**src/lock_ctrl_defs.svh**
```systemverilog
// Constants for the locked sequence and override control block
`ifndef LOCK_CTRL_DEFS_SVH
`define LOCK_CTRL_DEFS_SVH
`define CNT_W 3
`define CNT_MAX 3'h4
`define CNT_ZERO 3'h0
`define CNT_ONE 3'h1
`define OFFS_W 14
`define PAGE_W 10
`define SEG_W 8
`define ADDR_W 24
`define PRIO_W 4
`define VEC_W 8
`define SAVE_CYC 2'h2
`define RESTORE_CYC 2'h2
`endif

```
**src/lock_ctrl_pkg.sv**
```systemverilog
// Types for the locked sequence and override control block
package lock_ctrl_pkg;
  typedef enum logic [2:0] {
    OP_NONE = 3'h0,
    OP_LOCK = 3'h1,
    OP_PAGE = 3'h2,
    OP_SEG = 3'h3,
    OP_EXTENDED_SFR_SPACE = 3'h4,
    OP_PAGE_EXTENDED_SFR_SPACE = 3'h5,
    OP_SEG_EXTENDED_SFR_SPACE = 3'h6
  } ext_op_t;
  typedef enum logic [1:0] {
    ST_RUN = 2'b00,
    ST_SAVE = 2'b01,
    ST_BRANCH = 2'b11,
    ST_RESTORE = 2'b10
  } entry_state_t;
endpackage

```
**src/ext_if.sv**
```systemverilog
// Extension state carried from the counter unit to the top module
`timescale 1ns/1ps
`include "lock_ctrl_defs.svh"
interface ext_if;
  logic active;
  logic page_ovr;
  logic seg_ovr;
  logic extended_sfr_space;
  logic [`PAGE_W-1:0] page;
  logic [`SEG_W-1:0] seg;
  modport unit (output active, page_ovr, seg_ovr, extended_sfr_space, page, seg);
  modport user (input active, page_ovr, seg_ovr, extended_sfr_space, page, seg);
endinterface

```
**src/ext_counter.sv**
```systemverilog
// Extension counter and override state for locked runs
`timescale 1ns/1ps
`include "lock_ctrl_defs.svh"
module ext_counter
  import lock_ctrl_pkg::*;
(
  input wire logic clk,
  input wire logic rst,
  input wire lock_ctrl_pkg::ext_op_t op,
  input wire logic op_valid,
  input wire logic [`CNT_W-1:0] op_count,
  input wire logic [`PAGE_W-1:0] op_page,
  input wire logic [`SEG_W-1:0] op_seg,
  input wire logic retire,
  input wire logic blocked,
  input wire logic break_run,
  ext_if.unit ext
);
  import lock_ctrl_pkg::*;
  logic [`CNT_W-1:0] count;
  logic load;
  logic [`CNT_W-1:0] load_val;
  // Operand count clipped to one to four
  assign load_val = (op_count == `CNT_ZERO) ? `CNT_ONE :
                    (op_count > `CNT_MAX) ? `CNT_MAX : op_count;
  // no effect while class B pending
  assign load = op_valid && (op != OP_NONE) && !blocked;
  assign ext.active = (count != `CNT_ZERO);
  // ---------------------------------------------
  // Counter
  // ---------------------------------------------
  // load counter; reload when nested
  always_ff @(posedge clk) begin
    if (rst || break_run) begin
      count <= `CNT_ZERO;
    end else if (load) begin
      count <= load_val;
    end else if (retire && count != `CNT_ZERO) begin
      count <= count - `CNT_ONE;
    end
  end
  // Mode flags follow the most recent loading instruction
  always_ff @(posedge clk) begin
    if (rst || break_run) begin
      ext.page_ovr <= 1'b0;
      ext.seg_ovr <= 1'b0;
      ext.extended_sfr_space <= 1'b0;
      ext.page <= '0;
      ext.seg <= '0;
    end else if (load) begin
      ext.page_ovr <= (op == OP_PAGE) || (op == OP_PAGE_EXTENDED_SFR_SPACE);
      ext.seg_ovr <= (op == OP_SEG) || (op == OP_SEG_EXTENDED_SFR_SPACE);
      ext.extended_sfr_space <= (op == OP_EXTENDED_SFR_SPACE) || (op == OP_PAGE_EXTENDED_SFR_SPACE) || (op == OP_SEG_EXTENDED_SFR_SPACE);
      ext.page <= op_page;
      ext.seg <= op_seg;
    end else if (retire && count == `CNT_ONE) begin
      ext.page_ovr <= 1'b0;
      ext.seg_ovr <= 1'b0;
      ext.extended_sfr_space <= 1'b0;
    end
  end
  count_step_a: assert property (@(posedge clk) disable iff (rst)
    (!retire && !load && !break_run) |=> count == $past(count))
    else $error("counter moved without retire");
  reload_val_a: assert property (@(posedge clk) disable iff (rst)
    (load && !break_run) |=> count == $past(load_val))
    else $error("counter not reloaded");
endmodule // ext_counter

```
**src/lock_ctrl.sv**
```systemverilog
// Locked sequence, address override and trap/interrupt entry control
`timescale 1ns/1ps
`include "lock_ctrl_defs.svh"
// Behaviour
// - Lock instruction locks next one to four instructions, count from operand.
// - Locked run blocks interrupts, event transfers and class A traps.
// - Class B traps still taken mid-run and end the run.
// - Inhibit acts at once; nothing serviced before the next instruction.
// - Multi-cycle instructions count once when retired.
// - Any opcode allowed inside a locked run.
// - Lock does nothing while a class B trap flag is set.
// - Normal data address is page pointer plus 14-bit offset.
// - Page override replaces page for run, pointers untouched.
// - Segment override uses 16-bit offset in the given segment.
// - Page and segment overrides inhibit like lock.
// - Overrides do nothing while a class B trap flag is set.
// - Register redirect sends short addressing to extended space.
// - Combined forms apply address override and redirect together.
// - Redirect forms inhibit like lock.
// - Each such instruction loads the extension counter.
// - Nested instruction reloads counter with its own count.
// - Idle inside a locked run blocks event transfers.
// - Interrupts need higher priority; traps taken regardless.
// - Entry saves state on stack then branches to vector.
// - Return restores state and resumes at interrupted point.
module lock_ctrl
  import lock_ctrl_pkg::*;
(
  input wire logic CORE_CLK,
  input wire logic SYS_RST,
  input wire lock_ctrl_pkg::ext_op_t EXT_OP,
  input wire logic EXT_VALID,
  input wire logic [`CNT_W-1:0] EXT_COUNT,
  input wire logic [`PAGE_W-1:0] EXT_PAGE,
  input wire logic [`SEG_W-1:0] EXT_SEG,
  input wire logic INSTR_RETIRE,
  input wire logic IDLE_ACTIVE,
  input wire logic RETURN_INSTR,
  input wire logic [1:0] DPP_SEL,
  input wire logic [4*`PAGE_W-1:0] DPP_PAGES,
  input wire logic [15:0] OPER_ADDR,
  input wire logic SHORT_ACCESS,
  input wire logic CLASS_B_PENDING,
  input wire logic CLASS_B_REQ,
  input wire logic [`VEC_W-1:0] CLASS_B_VEC,
  input wire logic CLASS_A_REQ,
  input wire logic [`VEC_W-1:0] CLASS_A_VEC,
  input wire logic IRQ_REQ,
  input wire logic [`PRIO_W-1:0] IRQ_PRIO,
  input wire logic [`VEC_W-1:0] IRQ_VEC,
  input wire logic PET_REQ,
  input wire logic [`PRIO_W-1:0] CPU_PRIO,
  output logic [`ADDR_W-1:0] DATA_ADDR,
  output logic SHORT_TO_EXTENDED_SFR_SPACE,
  output logic LOCKED,
  output logic PET_GRANT,
  output logic TRAP_B_ACK,
  output logic TRAP_A_ACK,
  output logic IRQ_ACK,
  output logic STATE_PUSH,
  output logic STATE_POP,
  output logic VEC_BRANCH,
  output logic [`VEC_W-1:0] VEC_NUM,
  output logic RESUME,
  output logic HOLD_FETCH
);
  import lock_ctrl_pkg::*;
  ext_if ext ();
  entry_state_t state;
  logic [1:0] cyc;
  logic inhibit;
  logic take_b;
  logic take_a;
  logic take_irq;
  logic loading;
  logic [`PAGE_W-1:0] page_sel;
  logic [`ADDR_W-1:0] next_addr;
  // ---------------------------------------------
  // Extension counter
  // ---------------------------------------------
  // retire pulse once per instruction
  ext_counter u_cnt (
    .clk(CORE_CLK),
    .rst(SYS_RST),
    .op(EXT_OP),
    .op_valid(EXT_VALID),
    .op_count(EXT_COUNT),
    .op_page(EXT_PAGE),
    .op_seg(EXT_SEG),
    .retire(INSTR_RETIRE),
    .blocked(CLASS_B_PENDING),
    .break_run(take_b),
    .ext(ext)
  );
  // ---------------------------------------------
  // Service gating
  // ---------------------------------------------
  // lock decode itself inhibits at once
  assign loading = EXT_VALID && (EXT_OP != OP_NONE) && !CLASS_B_PENDING;
  assign inhibit = ext.active || loading;
  assign take_b = (state == ST_RUN) && CLASS_B_REQ;
  // class A held off in a run
  assign take_a = (state == ST_RUN) && CLASS_A_REQ && !CLASS_B_REQ && !inhibit;
  // held requests retried once counter empties
  assign take_irq = (state == ST_RUN) && IRQ_REQ && (IRQ_PRIO > CPU_PRIO) &&
                    !CLASS_B_REQ && !CLASS_A_REQ && !inhibit;
  // also during idle in a run
  assign PET_GRANT = (state == ST_RUN) && PET_REQ && !inhibit && !CLASS_B_REQ &&
                     !CLASS_A_REQ && !take_irq;
  assign TRAP_B_ACK = take_b;
  assign TRAP_A_ACK = take_a;
  assign IRQ_ACK = take_irq;
  assign LOCKED = ext.active;
  assign HOLD_FETCH = (state != ST_RUN);
  // ---------------------------------------------
  // Entry and exit sequencer
  // ---------------------------------------------
  // save then branch; restore then resume
  always_ff @(posedge CORE_CLK) begin
    if (SYS_RST) begin
      state <= ST_RUN;
      cyc <= 2'h0;
      VEC_NUM <= '0;
    end else begin
      unique case (state)
        ST_RUN: begin
          cyc <= 2'h0;
          if (take_b || take_a || take_irq) begin
            state <= ST_SAVE;
            VEC_NUM <= take_b ? CLASS_B_VEC : take_a ? CLASS_A_VEC : IRQ_VEC;
          end else if (RETURN_INSTR && !IDLE_ACTIVE) begin
            state <= ST_RESTORE;
          end
        end
        ST_SAVE: begin
          cyc <= cyc + 2'h1;
          if (cyc == `SAVE_CYC - 2'h1) begin
            state <= ST_BRANCH;
          end
        end
        ST_BRANCH: begin
          state <= ST_RUN;
        end
        ST_RESTORE: begin
          cyc <= cyc + 2'h1;
          if (cyc == `RESTORE_CYC - 2'h1) begin
            state <= ST_RUN;
          end
        end
      endcase
    end
  end
  // Stack and branch strobes registered so they align with state
  always_ff @(posedge CORE_CLK) begin
    if (SYS_RST) begin
      STATE_PUSH <= 1'b0;
      STATE_POP <= 1'b0;
      VEC_BRANCH <= 1'b0;
      RESUME <= 1'b0;
    end else begin
      STATE_PUSH <= (state == ST_RUN && (take_b || take_a || take_irq)) ||
                    (state == ST_SAVE && cyc != `SAVE_CYC - 2'h1);
      STATE_POP <= (state == ST_RUN && !take_b && !take_a && !take_irq && RETURN_INSTR && !IDLE_ACTIVE) ||
                   (state == ST_RESTORE && cyc != `RESTORE_CYC - 2'h1);
      VEC_BRANCH <= (state == ST_SAVE && cyc == `SAVE_CYC - 2'h1);
      RESUME <= (state == ST_RESTORE && cyc == `RESTORE_CYC - 2'h1);
    end
  end
  // ---------------------------------------------
  // Data address formation
  // ---------------------------------------------
  // page pointer plus 14-bit offset
  assign page_sel = DPP_PAGES[DPP_SEL*`PAGE_W +: `PAGE_W];
  always_comb begin
    next_addr = {page_sel, OPER_ADDR[`OFFS_W-1:0]};
    if (ext.seg_ovr) begin
      next_addr = {ext.seg, OPER_ADDR};
    end else if (ext.page_ovr) begin
      next_addr = {ext.page, OPER_ADDR[`OFFS_W-1:0]};
    end
  end
  // Registered address and redirect keep outputs glitch free
  always_ff @(posedge CORE_CLK) begin
    if (SYS_RST) begin
      DATA_ADDR <= '0;
      SHORT_TO_EXTENDED_SFR_SPACE <= 1'b0;
    end else begin
      DATA_ADDR <= next_addr;
      // short modes go to extended space
      SHORT_TO_EXTENDED_SFR_SPACE <= SHORT_ACCESS && ext.extended_sfr_space;
    end
  end
  // ---------------------------------------------
  // Checks
  // ---------------------------------------------
  no_irq_locked_a: assert property (@(posedge CORE_CLK) disable iff (SYS_RST)
    LOCKED |-> !IRQ_ACK && !TRAP_A_ACK && !PET_GRANT)
    else $error("service during locked run");
  b_breaks_run_a: assert property (@(posedge CORE_CLK) disable iff (SYS_RST)
    TRAP_B_ACK |=> !LOCKED)
    else $error("class B trap did not break run");
  lock_immediate_a: assert property (@(posedge CORE_CLK) disable iff (SYS_RST)
    (loading && !TRAP_B_ACK) |-> !IRQ_ACK && !TRAP_A_ACK && !PET_GRANT ##1 LOCKED)
    else $error("inhibit not immediate");
  b_pending_nolock_a: assert property (@(posedge CORE_CLK) disable iff (SYS_RST)
    (CLASS_B_PENDING && !LOCKED) |=> !LOCKED)
    else $error("lock took effect with class B pending");
  prio_gate_a: assert property (@(posedge CORE_CLK) disable iff (SYS_RST)
    IRQ_ACK |-> IRQ_PRIO > CPU_PRIO)
    else $error("low priority interrupt taken");
  entry_seq_a: assert property (@(posedge CORE_CLK) disable iff (SYS_RST)
    (IRQ_ACK || TRAP_A_ACK || TRAP_B_ACK) |=> STATE_PUSH ##1 STATE_PUSH ##1 VEC_BRANCH)
    else $error("entry sequence wrong");
  return_seq_a: assert property (@(posedge CORE_CLK) disable iff (SYS_RST)
    (state == ST_RUN && RETURN_INSTR && !IDLE_ACTIVE && !take_b && !take_a && !take_irq)
      |=> STATE_POP ##1 STATE_POP ##1 RESUME)
    else $error("return sequence wrong");
  seg_addr_a: assert property (@(posedge CORE_CLK) disable iff (SYS_RST)
    ext.seg_ovr |=> DATA_ADDR == {$past(ext.seg), $past(OPER_ADDR)})
    else $error("segment address wrong");
  extended_sfr_space_redir_a: assert property (@(posedge CORE_CLK) disable iff (SYS_RST)
    (SHORT_ACCESS && ext.extended_sfr_space) |=> SHORT_TO_EXTENDED_SFR_SPACE)
    else $error("short access not redirected");
  // Redirect ends with the run
  extended_sfr_space_off_a: assert property (@(posedge CORE_CLK) disable iff (SYS_RST)
    !ext.extended_sfr_space |=> !SHORT_TO_EXTENDED_SFR_SPACE)
    else $error("short access redirected outside a run");
  // Long accesses never redirected
  extended_sfr_space_short_a: assert property (@(posedge CORE_CLK) disable iff (SYS_RST)
    !SHORT_ACCESS |=> !SHORT_TO_EXTENDED_SFR_SPACE)
    else $error("long access redirected");
  // ---------------------------------------------
  // Address checks
  // ---------------------------------------------
  // Page override keeps the 14-bit offset
  page_addr_a: assert property (@(posedge CORE_CLK) disable iff (SYS_RST)
    (ext.page_ovr && !ext.seg_ovr) |=> DATA_ADDR == {$past(ext.page), $past(OPER_ADDR[`OFFS_W-1:0])})
    else $error("page override address wrong");
  // Normal scheme picks the selected pointer
  dpp_addr_a: assert property (@(posedge CORE_CLK) disable iff (SYS_RST)
    (!ext.page_ovr && !ext.seg_ovr) |=>
      DATA_ADDR == {$past(DPP_PAGES[DPP_SEL*`PAGE_W +: `PAGE_W]), $past(OPER_ADDR[`OFFS_W-1:0])})
    else $error("page pointer address wrong");
  // Overrides only live inside a run
  ovr_in_run_a: assert property (@(posedge CORE_CLK) disable iff (SYS_RST)
    (ext.page_ovr || ext.seg_ovr || ext.extended_sfr_space) |-> LOCKED)
    else $error("override outside a run");
  // Class B pending leaves the override flags alone
  b_pending_noovr_a: assert property (@(posedge CORE_CLK) disable iff (SYS_RST)
    (CLASS_B_PENDING && !ext.page_ovr && !ext.seg_ovr && !ext.extended_sfr_space)
      |=> !ext.page_ovr && !ext.seg_ovr && !ext.extended_sfr_space)
    else $error("override took effect with class B pending");
  // ---------------------------------------------
  // Service checks
  // ---------------------------------------------
  // Class B is taken even inside a run
  b_in_run_a: assert property (@(posedge CORE_CLK) disable iff (SYS_RST)
    (LOCKED && CLASS_B_REQ && state == ST_RUN) |-> TRAP_B_ACK)
    else $error("class B trap held off by run");
  // Class A taken when free, whatever the priority
  trap_a_free_a: assert property (@(posedge CORE_CLK) disable iff (SYS_RST)
    (state == ST_RUN && CLASS_A_REQ && !CLASS_B_REQ && !LOCKED && !loading) |-> TRAP_A_ACK)
    else $error("class A trap not taken");
  // Held interrupt served as soon as the run ends
  irq_after_run_a: assert property (@(posedge CORE_CLK) disable iff (SYS_RST)
    ($fell(LOCKED) && state == ST_RUN && IRQ_REQ && IRQ_PRIO > CPU_PRIO &&
     !CLASS_B_REQ && !CLASS_A_REQ && !loading) |-> IRQ_ACK)
    else $error("held interrupt not served after run");
  // Held event transfer served as soon as the run ends
  pet_after_run_a: assert property (@(posedge CORE_CLK) disable iff (SYS_RST)
    ($fell(LOCKED) && state == ST_RUN && PET_REQ && !CLASS_B_REQ && !CLASS_A_REQ &&
     !take_irq && !loading) |-> PET_GRANT)
    else $error("held event transfer not served after run");
  // Idle in a run keeps event transfers off
  pet_idle_a: assert property (@(posedge CORE_CLK) disable iff (SYS_RST)
    (LOCKED && IDLE_ACTIVE) |-> !PET_GRANT)
    else $error("event transfer during idle in a run");
  // Only one service granted per cycle
  one_grant_a: assert property (@(posedge CORE_CLK) disable iff (SYS_RST)
    $onehot0({TRAP_B_ACK, TRAP_A_ACK, IRQ_ACK, PET_GRANT}))
    else $error("two services granted together");
  // Run never ends without a retire or a class B trap
  retire_only_a: assert property (@(posedge CORE_CLK) disable iff (SYS_RST)
    (LOCKED && !INSTR_RETIRE && !TRAP_B_ACK) |=> LOCKED)
    else $error("run ended without a retire");
  // Each load starts a run at once unless a class B trap is taken
  load_run_a: assert property (@(posedge CORE_CLK) disable iff (SYS_RST)
    (loading && !TRAP_B_ACK) |=> LOCKED)
    else $error("load did not start a run");
  // ---------------------------------------------
  // Sequencer checks
  // ---------------------------------------------
  // Nothing granted while sequencing
  hold_no_grant_a: assert property (@(posedge CORE_CLK) disable iff (SYS_RST)
    HOLD_FETCH |-> !TRAP_B_ACK && !TRAP_A_ACK && !IRQ_ACK && !PET_GRANT)
    else $error("service granted during entry or return");
  // Vector latched from the granted source
  vec_b_a: assert property (@(posedge CORE_CLK) disable iff (SYS_RST)
    TRAP_B_ACK |=> VEC_NUM == $past(CLASS_B_VEC))
    else $error("class B vector wrong");
  vec_a_a: assert property (@(posedge CORE_CLK) disable iff (SYS_RST)
    TRAP_A_ACK |=> VEC_NUM == $past(CLASS_A_VEC))
    else $error("class A vector wrong");
  vec_irq_a: assert property (@(posedge CORE_CLK) disable iff (SYS_RST)
    IRQ_ACK |=> VEC_NUM == $past(IRQ_VEC))
    else $error("interrupt vector wrong");
  // Stack and branch strobes only while fetch is held
  strobe_held_a: assert property (@(posedge CORE_CLK) disable iff (SYS_RST)
    (STATE_PUSH || STATE_POP || VEC_BRANCH) |-> HOLD_FETCH)
    else $error("strobe outside a sequence");
  // Fetch released in the resume cycle
  resume_free_a: assert property (@(posedge CORE_CLK) disable iff (SYS_RST)
    RESUME |-> !HOLD_FETCH)
    else $error("fetch still held at resume");
  // ---------------------------------------------
  // Run length helper
  // ---------------------------------------------
  // Retires since the last load; catches a counter that never empties
  logic [`CNT_W-1:0] run_seen;
  always_ff @(posedge CORE_CLK) begin
    if (SYS_RST || take_b || loading) begin
      run_seen <= `CNT_ZERO;
    end else if (INSTR_RETIRE && LOCKED) begin
      run_seen <= run_seen + `CNT_ONE;
    end
  end
  run_len_a: assert property (@(posedge CORE_CLK) disable iff (SYS_RST)
    LOCKED |-> run_seen < `CNT_MAX)
    else $error("locked run longer than four");
endmodule // lock_ctrl

```
**config.mk**
```make
export PLATFORM = sky130hd
export DESIGN_NAME = lock_ctrl
export DESIGN_NICKNAME = d
export VERILOG_FILES = /design/src/lock_ctrl_pkg.sv /design/src/ext_if.sv /design/src/ext_counter.sv /design/src/lock_ctrl.sv
export VERILOG_INCLUDE_DIRS = /design/src
export SDC_FILE = /design/constraint.sdc
export NUM_CORES = 1
export LEC_CHECK = 0
export ABC_AREA = 1
export BUFFER_PORTS_ARGS = -buffer_cell sky130_fd_sc_hd__buf_2
export CORE_UTILIZATION = 30
export CTS_BUF_LIST = sky130_fd_sc_hd__clkbuf_4 sky130_fd_sc_hd__clkbuf_8
export DETAILED_ROUTE_END_ITERATION = 7
export HOLD_SLACK_MARGIN = 0.08
export RECOVER_POWER = 25
export SYNTH_ARGS = -nofsm -noshare
export SYNTH_HDL_FRONTEND = slang
export SYNTH_SLANG_ARGS = --single-unit
```
**constraint.sdc**
```tcl
create_clock -name CORE_CLK -period 3.9 [get_ports CORE_CLK]
set_input_delay 0.195 -clock CORE_CLK [delete_from_list [all_inputs] [get_ports CORE_CLK]]
set_output_delay 0.195 -clock CORE_CLK [all_outputs]
set_load 0.01 [all_outputs]
```
Yosys cells after proc, flatten, opt, wreduce, memory -nomap -nowiden
Index checks and enable logic that the tools add are counted.
Storage, ports and cells
  bits of input ports: 126
  word-level logic and storage cells: 112
  register bits after elaboration: 65
Cells by class
  shifts and indexed selects: 1
  multiply operators: 1
  equality and inequality tests: 14
  reduce and logical (&&, ||, !) cells: 59
  muxes and demuxes: 18
  $add $sub $neg: 2
  order comparisons: 2
Operators with widths (count)
  $mux W24: 2
  $shiftx A40 B7 Y10: 1
  $logic_and A1 B1 Y1: 30
  $mux W8: 2
  $mux W3: 4
  $logic_or A1 B1 Y1: 10
  $eq A3 B3 Y1 const B: 3
  $logic_not A1 Y1: 8
  $mux W2: 4
  $pmux W2 S4: 1
  $reduce_bool A2 Y1: 4
  $eq A3 B2 Y1 const B: 2
  $reduce_bool A3 Y1: 2
  $mul A2 B3 Y5 const B: 1
  $eq A2 B1 Y1 const B: 2
  $eq A2 B2 Y1 const B: 2
  $gt A4 B4 Y1: 1
  $mux W1: 4
  $ne A2 B2 Y1 const B: 2
  $pmux W2 S2: 1
  $eq A3 B1 Y1 const B: 1
  $gt A3 B3 Y1 const B: 1
  $logic_not A3 Y1: 1
  $ne A3 B1 Y1 const B: 1
  other kinds (7): 7

Depth between registers and ports, before layout
  depth in word-level cells: 12
  mapped depth: 13
  depth with buffers taken out: 13

Hierarchy
From an unflattened synthesis, not the netlist that was laid out.
Second synthesis, totals
  cells, all modules: 464
  area total of the unflattened synthesis: 3246.9 µm²
Modules (own cells, without submodules)
  lock_ctrl: times used 1, area each 2185.8 µm², cells each 319, sequential area each 820.8 µm²
  ext_counter: times used 1, area each 1061.0 µm², cells each 145, sequential area each 480.5 µm²

Least setup slack after synthesis
OpenSTA, ideal clock, no wires.
  kind: reg-to-output
  start point: register state[0]
  end point: output port PET_GRANT
  cell stages (with the launch flop): 10
  path buffers: 0
  arrival time: 1.330 ns
  slack: 2.375 ns
  path through: dfxtp_1 -> inv_1 -> ha_1 -> nand2_1 -> inv_1 -> nand2_1 -> nor2_1 -> nand3_2 -> inv_2 -> nor3_1
Between the ends
  word-level cells in the longest chain between the ends: 8
RTL lines
  start: declaration: RTL line lock_ctrl.sv:69  | entry_state_t state;
  start signal: assignment: RTL line lock_ctrl.sv:121  | state <= ST_RUN;
  start signal: assignment: RTL line lock_ctrl.sv:129  | state <= ST_SAVE;
  start signal: assignment: RTL line lock_ctrl.sv:132  | state <= ST_RESTORE;
  $logic_not A2 Y1: RTL line lock_ctrl.sv:105  | assign take_irq = (state == ST_RUN) && IRQ_REQ && (IRQ_PRIO > CPU_PRIO) &&
  $logic_and A1 B1 Y1 (3 in a row): RTL line lock_ctrl.sv:105
  $logic_and A1 B1 Y1 (2 in a row): RTL line lock_ctrl.sv:106  | !CLASS_B_REQ && !CLASS_A_REQ && !inhibit;
  net IRQ_ACK: RTL line lock_ctrl.sv:59  | output logic IRQ_ACK,
  $logic_not A1 Y1: RTL line lock_ctrl.sv:109  | !CLASS_A_REQ && !take_irq;
  $logic_and A1 B1 Y1: RTL line lock_ctrl.sv:109
  end: declaration: RTL line lock_ctrl.sv:56  | output logic PET_GRANT,
The timed path passes the listed nets, and every way through them passes these cells.

Worst setup path in the final report
  start point: register state[0]
  end point: register u_cnt.ext.page[8]
Between the ends
  word-level cells in the longest chain between the ends: 3
RTL lines
  $logic_not A2 Y1: RTL line lock_ctrl.sv:101  | assign take_b = (state == ST_RUN) && CLASS_B_REQ;
  $logic_and A1 B1 Y1: RTL line lock_ctrl.sv:101
  $logic_or A1 B1 Y1: RTL line ext_counter.sv:44  | if (rst || break_run) begin
  end signal: assignment: RTL line ext_counter.sv:54  | ext.page <= op_page;
  end: declaration: RTL line ext_if.sv:11  | modport unit (output active, page_ovr, seg_ovr, extended_sfr_space, page, seg);
Every way passes these cells.
A chain may end at the register's enable or synchronous reset.

==> impl_metrics.env <==
export IMPL_syn2layout_area_growth_pct=40.3
export IMPL_critPathLaunchType="flip-flop"
export IMPL_cts_made_buffers=9
export IMPL_clock_fmax_ghz=0.483
export IMPL_clock_latency_ns=0.34
export IMPL_die_w_um=105
export IMPL_vias_per_cell=4.57
export IMPL_place_ws_ns=1.83
export IMPL_gr_total_overflow=0
export IMPL_first_iter_violations=217
export IMPL_antenna_found_initial=0
export IMPL_p_leak_nw=2.25
export IMPL_period_needed_ns=2.07
export IMPL_slew_viol_final=0
export IMPL_worstSetupPathType="reg -> reg"
export IMPL_final_hold_violation_count=0
export IMPL_num_vias=3482
export IMPL_cts_buffer_depth=2
export IMPL_powerDensity_nw_per_um2=479
export IMPL_tightestPinTransition_ns=0.679
export IMPL_avgSynthCellArea_um2=7.21
export IMPL_crit_arrival_ns=2.34
export IMPL_cts_clk_slew_worst_paths_ns=0.09
export IMPL_drtAntennaViolNets=0
export IMPL_track_usage_pct=16.8
export IMPL_worst_ep_required_time_ns=4.17
export IMPL_hold_path_depth=3
export IMPL_max_cap_violations=0
export IMPL_reg2reg_depth=7
export IMPL_postCtsSetupBuffers=0
export IMPL_outcome="complete, no violations"
export IMPL_crit_fanout=22
export IMPL_cts_tree="done"
export IMPL_synth_fp_nets=583
export IMPL_r2r_slack_ns=1.83
export IMPL_design_die_area_um2=11100
export IMPL_syn_instance_count=445
export IMPL_cts_resized=0
export IMPL_rsz0062_at_grt="false"
export IMPL_root_buffer="clkbuf_8"
export IMPL_start_util_pct=31.1
export IMPL_grt_max_degree=26
export IMPL_finalSetupViolCount=0
export IMPL_endpoint_kind="flip-flop"
export IMPL_place_gp_congestion=0.840
export IMPL_reg2reg_to="u_cnt.ext.page[8]$_SDFFE_PP0P_"
export IMPL_ioPinCount=169
export IMPL_ys_ff_latch=65
export IMPL_routed_wl_mm=9.17
export IMPL_vdd_drop_max_v=0.000239
export IMPL_dp_final_hpwl_mm=6.97
export IMPL_hp_start="EXT_PAGE[9]"
export IMPL_drive_gt1_share_pct=31.3
export IMPL_clock_sinks=65
export IMPL_tns_ns=0
export IMPL_grt_pass1_wl_mm=14.6
export IMPL_seq_area_frac_synth_pct=40.6
export IMPL_cts_max_level=3
export IMPL_die_height_um=105
export IMPL_synth_cell_types=35
export IMPL_postCtsHoldBufs=17
export IMPL_core_area_um2=10300
export IMPL_io_buffers=168
export IMPL_fin_crit_sh_pct=53.1
export IMPL_slew_headroom_pct=54.7
export IMPL_yosysWarnings=0
export IMPL_first_pass_iters=4
export IMPL_avgRoutedWirePerCell_um=12.0
export IMPL_clock_skew_ns=0.0174
export IMPL_row_count=37
export IMPL_n_antenna_cell=0
export IMPL_nNetsFinal=759
export IMPL_setup_slack_ns=1.83
export IMPL_holdPathEnd="u_cnt.ext.page[9]$_SDFFE_PP0P_"
export IMPL_grt_pass1_vias=3284
export IMPL_hp_class="in -> reg"
export IMPL_r2r_start="state[0]$_SDFFE_PP0P_"
export IMPL_syn_area_um2=3210
export IMPL_remaining_drc_errors=0
cell usage after synthesis (all sizes together):
cell type | instances | area, um2
a31oi | 6 | 52.6
or2 | 8 | 50.1
dfxtp | 65 | 1300
o22ai | 6 | 37.5
xor2 | 2 | 17.5
o211ai | 4 | 30.0
nand3 | 16 | 103
o32ai | 1 | 8.76
o2111ai | 1 | 8.76
inv | 54 | 203
mux2i | 6 | 60.1
o21ai | 41 | 205
ha | 12 | 150
buf | 10 | 61.3
clkinv | 1 | 3.75
nand4 | 1 | 6.26
a21oi | 45 | 229
nor3 | 2 | 10.0
nand2 | 91 | 362
clkbuf | 10 | 37.5
a211oi | 3 | 22.5
nor2 | 60 | 249
cells by family after synthesis:
| group | after synthesis | share of synthesized area, % |
|---|---|---|
| simple gates | 178 | 24.3 |
| compound gates | 107 | 18.5 |
| buf+inv | 75 | 9.52 |
| flops | 65 | 40.6 |
| fa+ha+maj | 12 | 4.68 |
| mux | 6 | 1.87 |
| xor+xnor | 2 | 0.546 |
placed cells by master (no fill, tap or decap), types with 2 or more instances in the layout:
| master | netlist | final |
|---|---|---|
| buf_2 | 7 | 157 |
| nand2_1 | 87 | 87 |
| dfxtp_1 | 65 | 65 |
| nor2_1 | 58 | 58 |
| inv_1 | 50 | 50 |
| a21oi_1 | 44 | 44 |
| o21ai_0 | 40 | 40 |
| dlygate4sd3_1 | 0 | 17 |
| nand3_1 | 13 | 13 |
| ha_1 | 12 | 12 |
| clkbuf_1 | 10 | 11 |
| clkbuf_8 | 0 | 9 |
| or2_2 | 8 | 8 |
| mux2i_1 | 6 | 6 |
| o22ai_1 | 6 | 6 |
| a31oi_1 | 5 | 5 |
| inv_2 | 4 | 4 |
| o211ai_1 | 4 | 4 |
| a211oi_1 | 3 | 3 |
| inv_6 | 0 | 3 |
| nand2_2 | 2 | 2 |
| nand2_4 | 2 | 2 |
| nand3_2 | 2 | 2 |
| nor3_1 | 2 | 2 |
| xor2_1 | 2 | 2 |
| bufinv_16 | 0 | 2 |
flip-flops by register name, indices dropped and copies added (netlist names):
register,flops
u_cnt.count,3
u_cnt.ext.page_ovr,1
state,2
u_cnt.ext.extended_sfr_space,1
RESUME,1
STATE_POP,1
SHORT_TO_EXTENDED_SFR_SPACE,1
DATA_ADDR,24
VEC_NUM,8
VEC_BRANCH,1
u_cnt.ext.page,10
u_cnt.ext.seg,8
u_cnt.ext.seg_ovr,1
STATE_PUSH,1
cyc,2
worst max-delay path, cell delays in order (launching register included):
cell	delay, ns
dfxtp_1	0.37
inv_1	0.09
ha_1	0.27
nand2_1	0.35
inv_1	0.10
nor2_1	0.19
inv_1	0.34
a211oi_1	0.29
layout make-up:
cell class / instances / area (um2)
fillers: 1042 / 5820
well taps: 136 / 170
flip-flops and latches: 65 / 1300
clock inverters: 7 / 100
multi-input cells: 305 / 1600
clock buffers: 9 / 124
repair buffers: 185 / 997
inverters: 55 / 206
report_power, final:
part	internal, mW	switching (mW)
Clock	0.367	0.283
Sequential	0.755	0.0458
Combinational	0.280	0.423
Total	1.40	0.753
metal layers:
| metal | track usage, % | routed length (um) | part of all wire, % |
|---|---|---|---|
| met1 | 17.8 | 3690 | 40 |
| met2 | 31.0 | 4490 | 49 |
| met3 | 5.26 | 809 | 8.8 |
| met4 | 6.14 | 172 | 1.9 |
| met5 | 0 | 0 | 0 |
per-stage QoR:
stage | util (%) | hold WS [ns] | instance area (um2) | total power [mW] | std cells
floorplan | - | 0.302 | 3210 | 1.28 | 445
global placement | 39.9 | 0.396 | 4120 | 1.50 | 729
detailed placement | 39.9 | 0.403 | 4120 | 1.51 | 729
CTS | 43.7 | 0.0869 | 4510 | 2.18 | 762
global route | 43.6 | 0.0932 | 4500 | 2.31 | 762
finish | 43.6 | 0.105 | 4500 | 2.15 | 762
how the worst max path moves through the flow:
stage	start	endpoint	slack (ns)	depth (start not counted)
2_1_floorplan	state[0]$_SDFFE_PP0P_	PET_GRANT	2.37	9
3_3_place_gp	state[0]$_SDFFE_PP0P_	u_cnt.ext.page[8]$_SDFFE_PP0P_	1.94	7
3_5_place_dp	state[0]$_SDFFE_PP0P_	u_cnt.ext.page[8]$_SDFFE_PP0P_	1.83	7
4_1_cts	state[0]$_SDFFE_PP0P_	PET_GRANT	1.81	10
5_1_grt	state[0]$_SDFFE_PP0P_	PET_GRANT	1.60	10
6_report	state[0]$_SDFFE_PP0P_	u_cnt.ext.page[8]$_SDFFE_PP0P_	1.83	7
(Power assumes the default switching activity.)
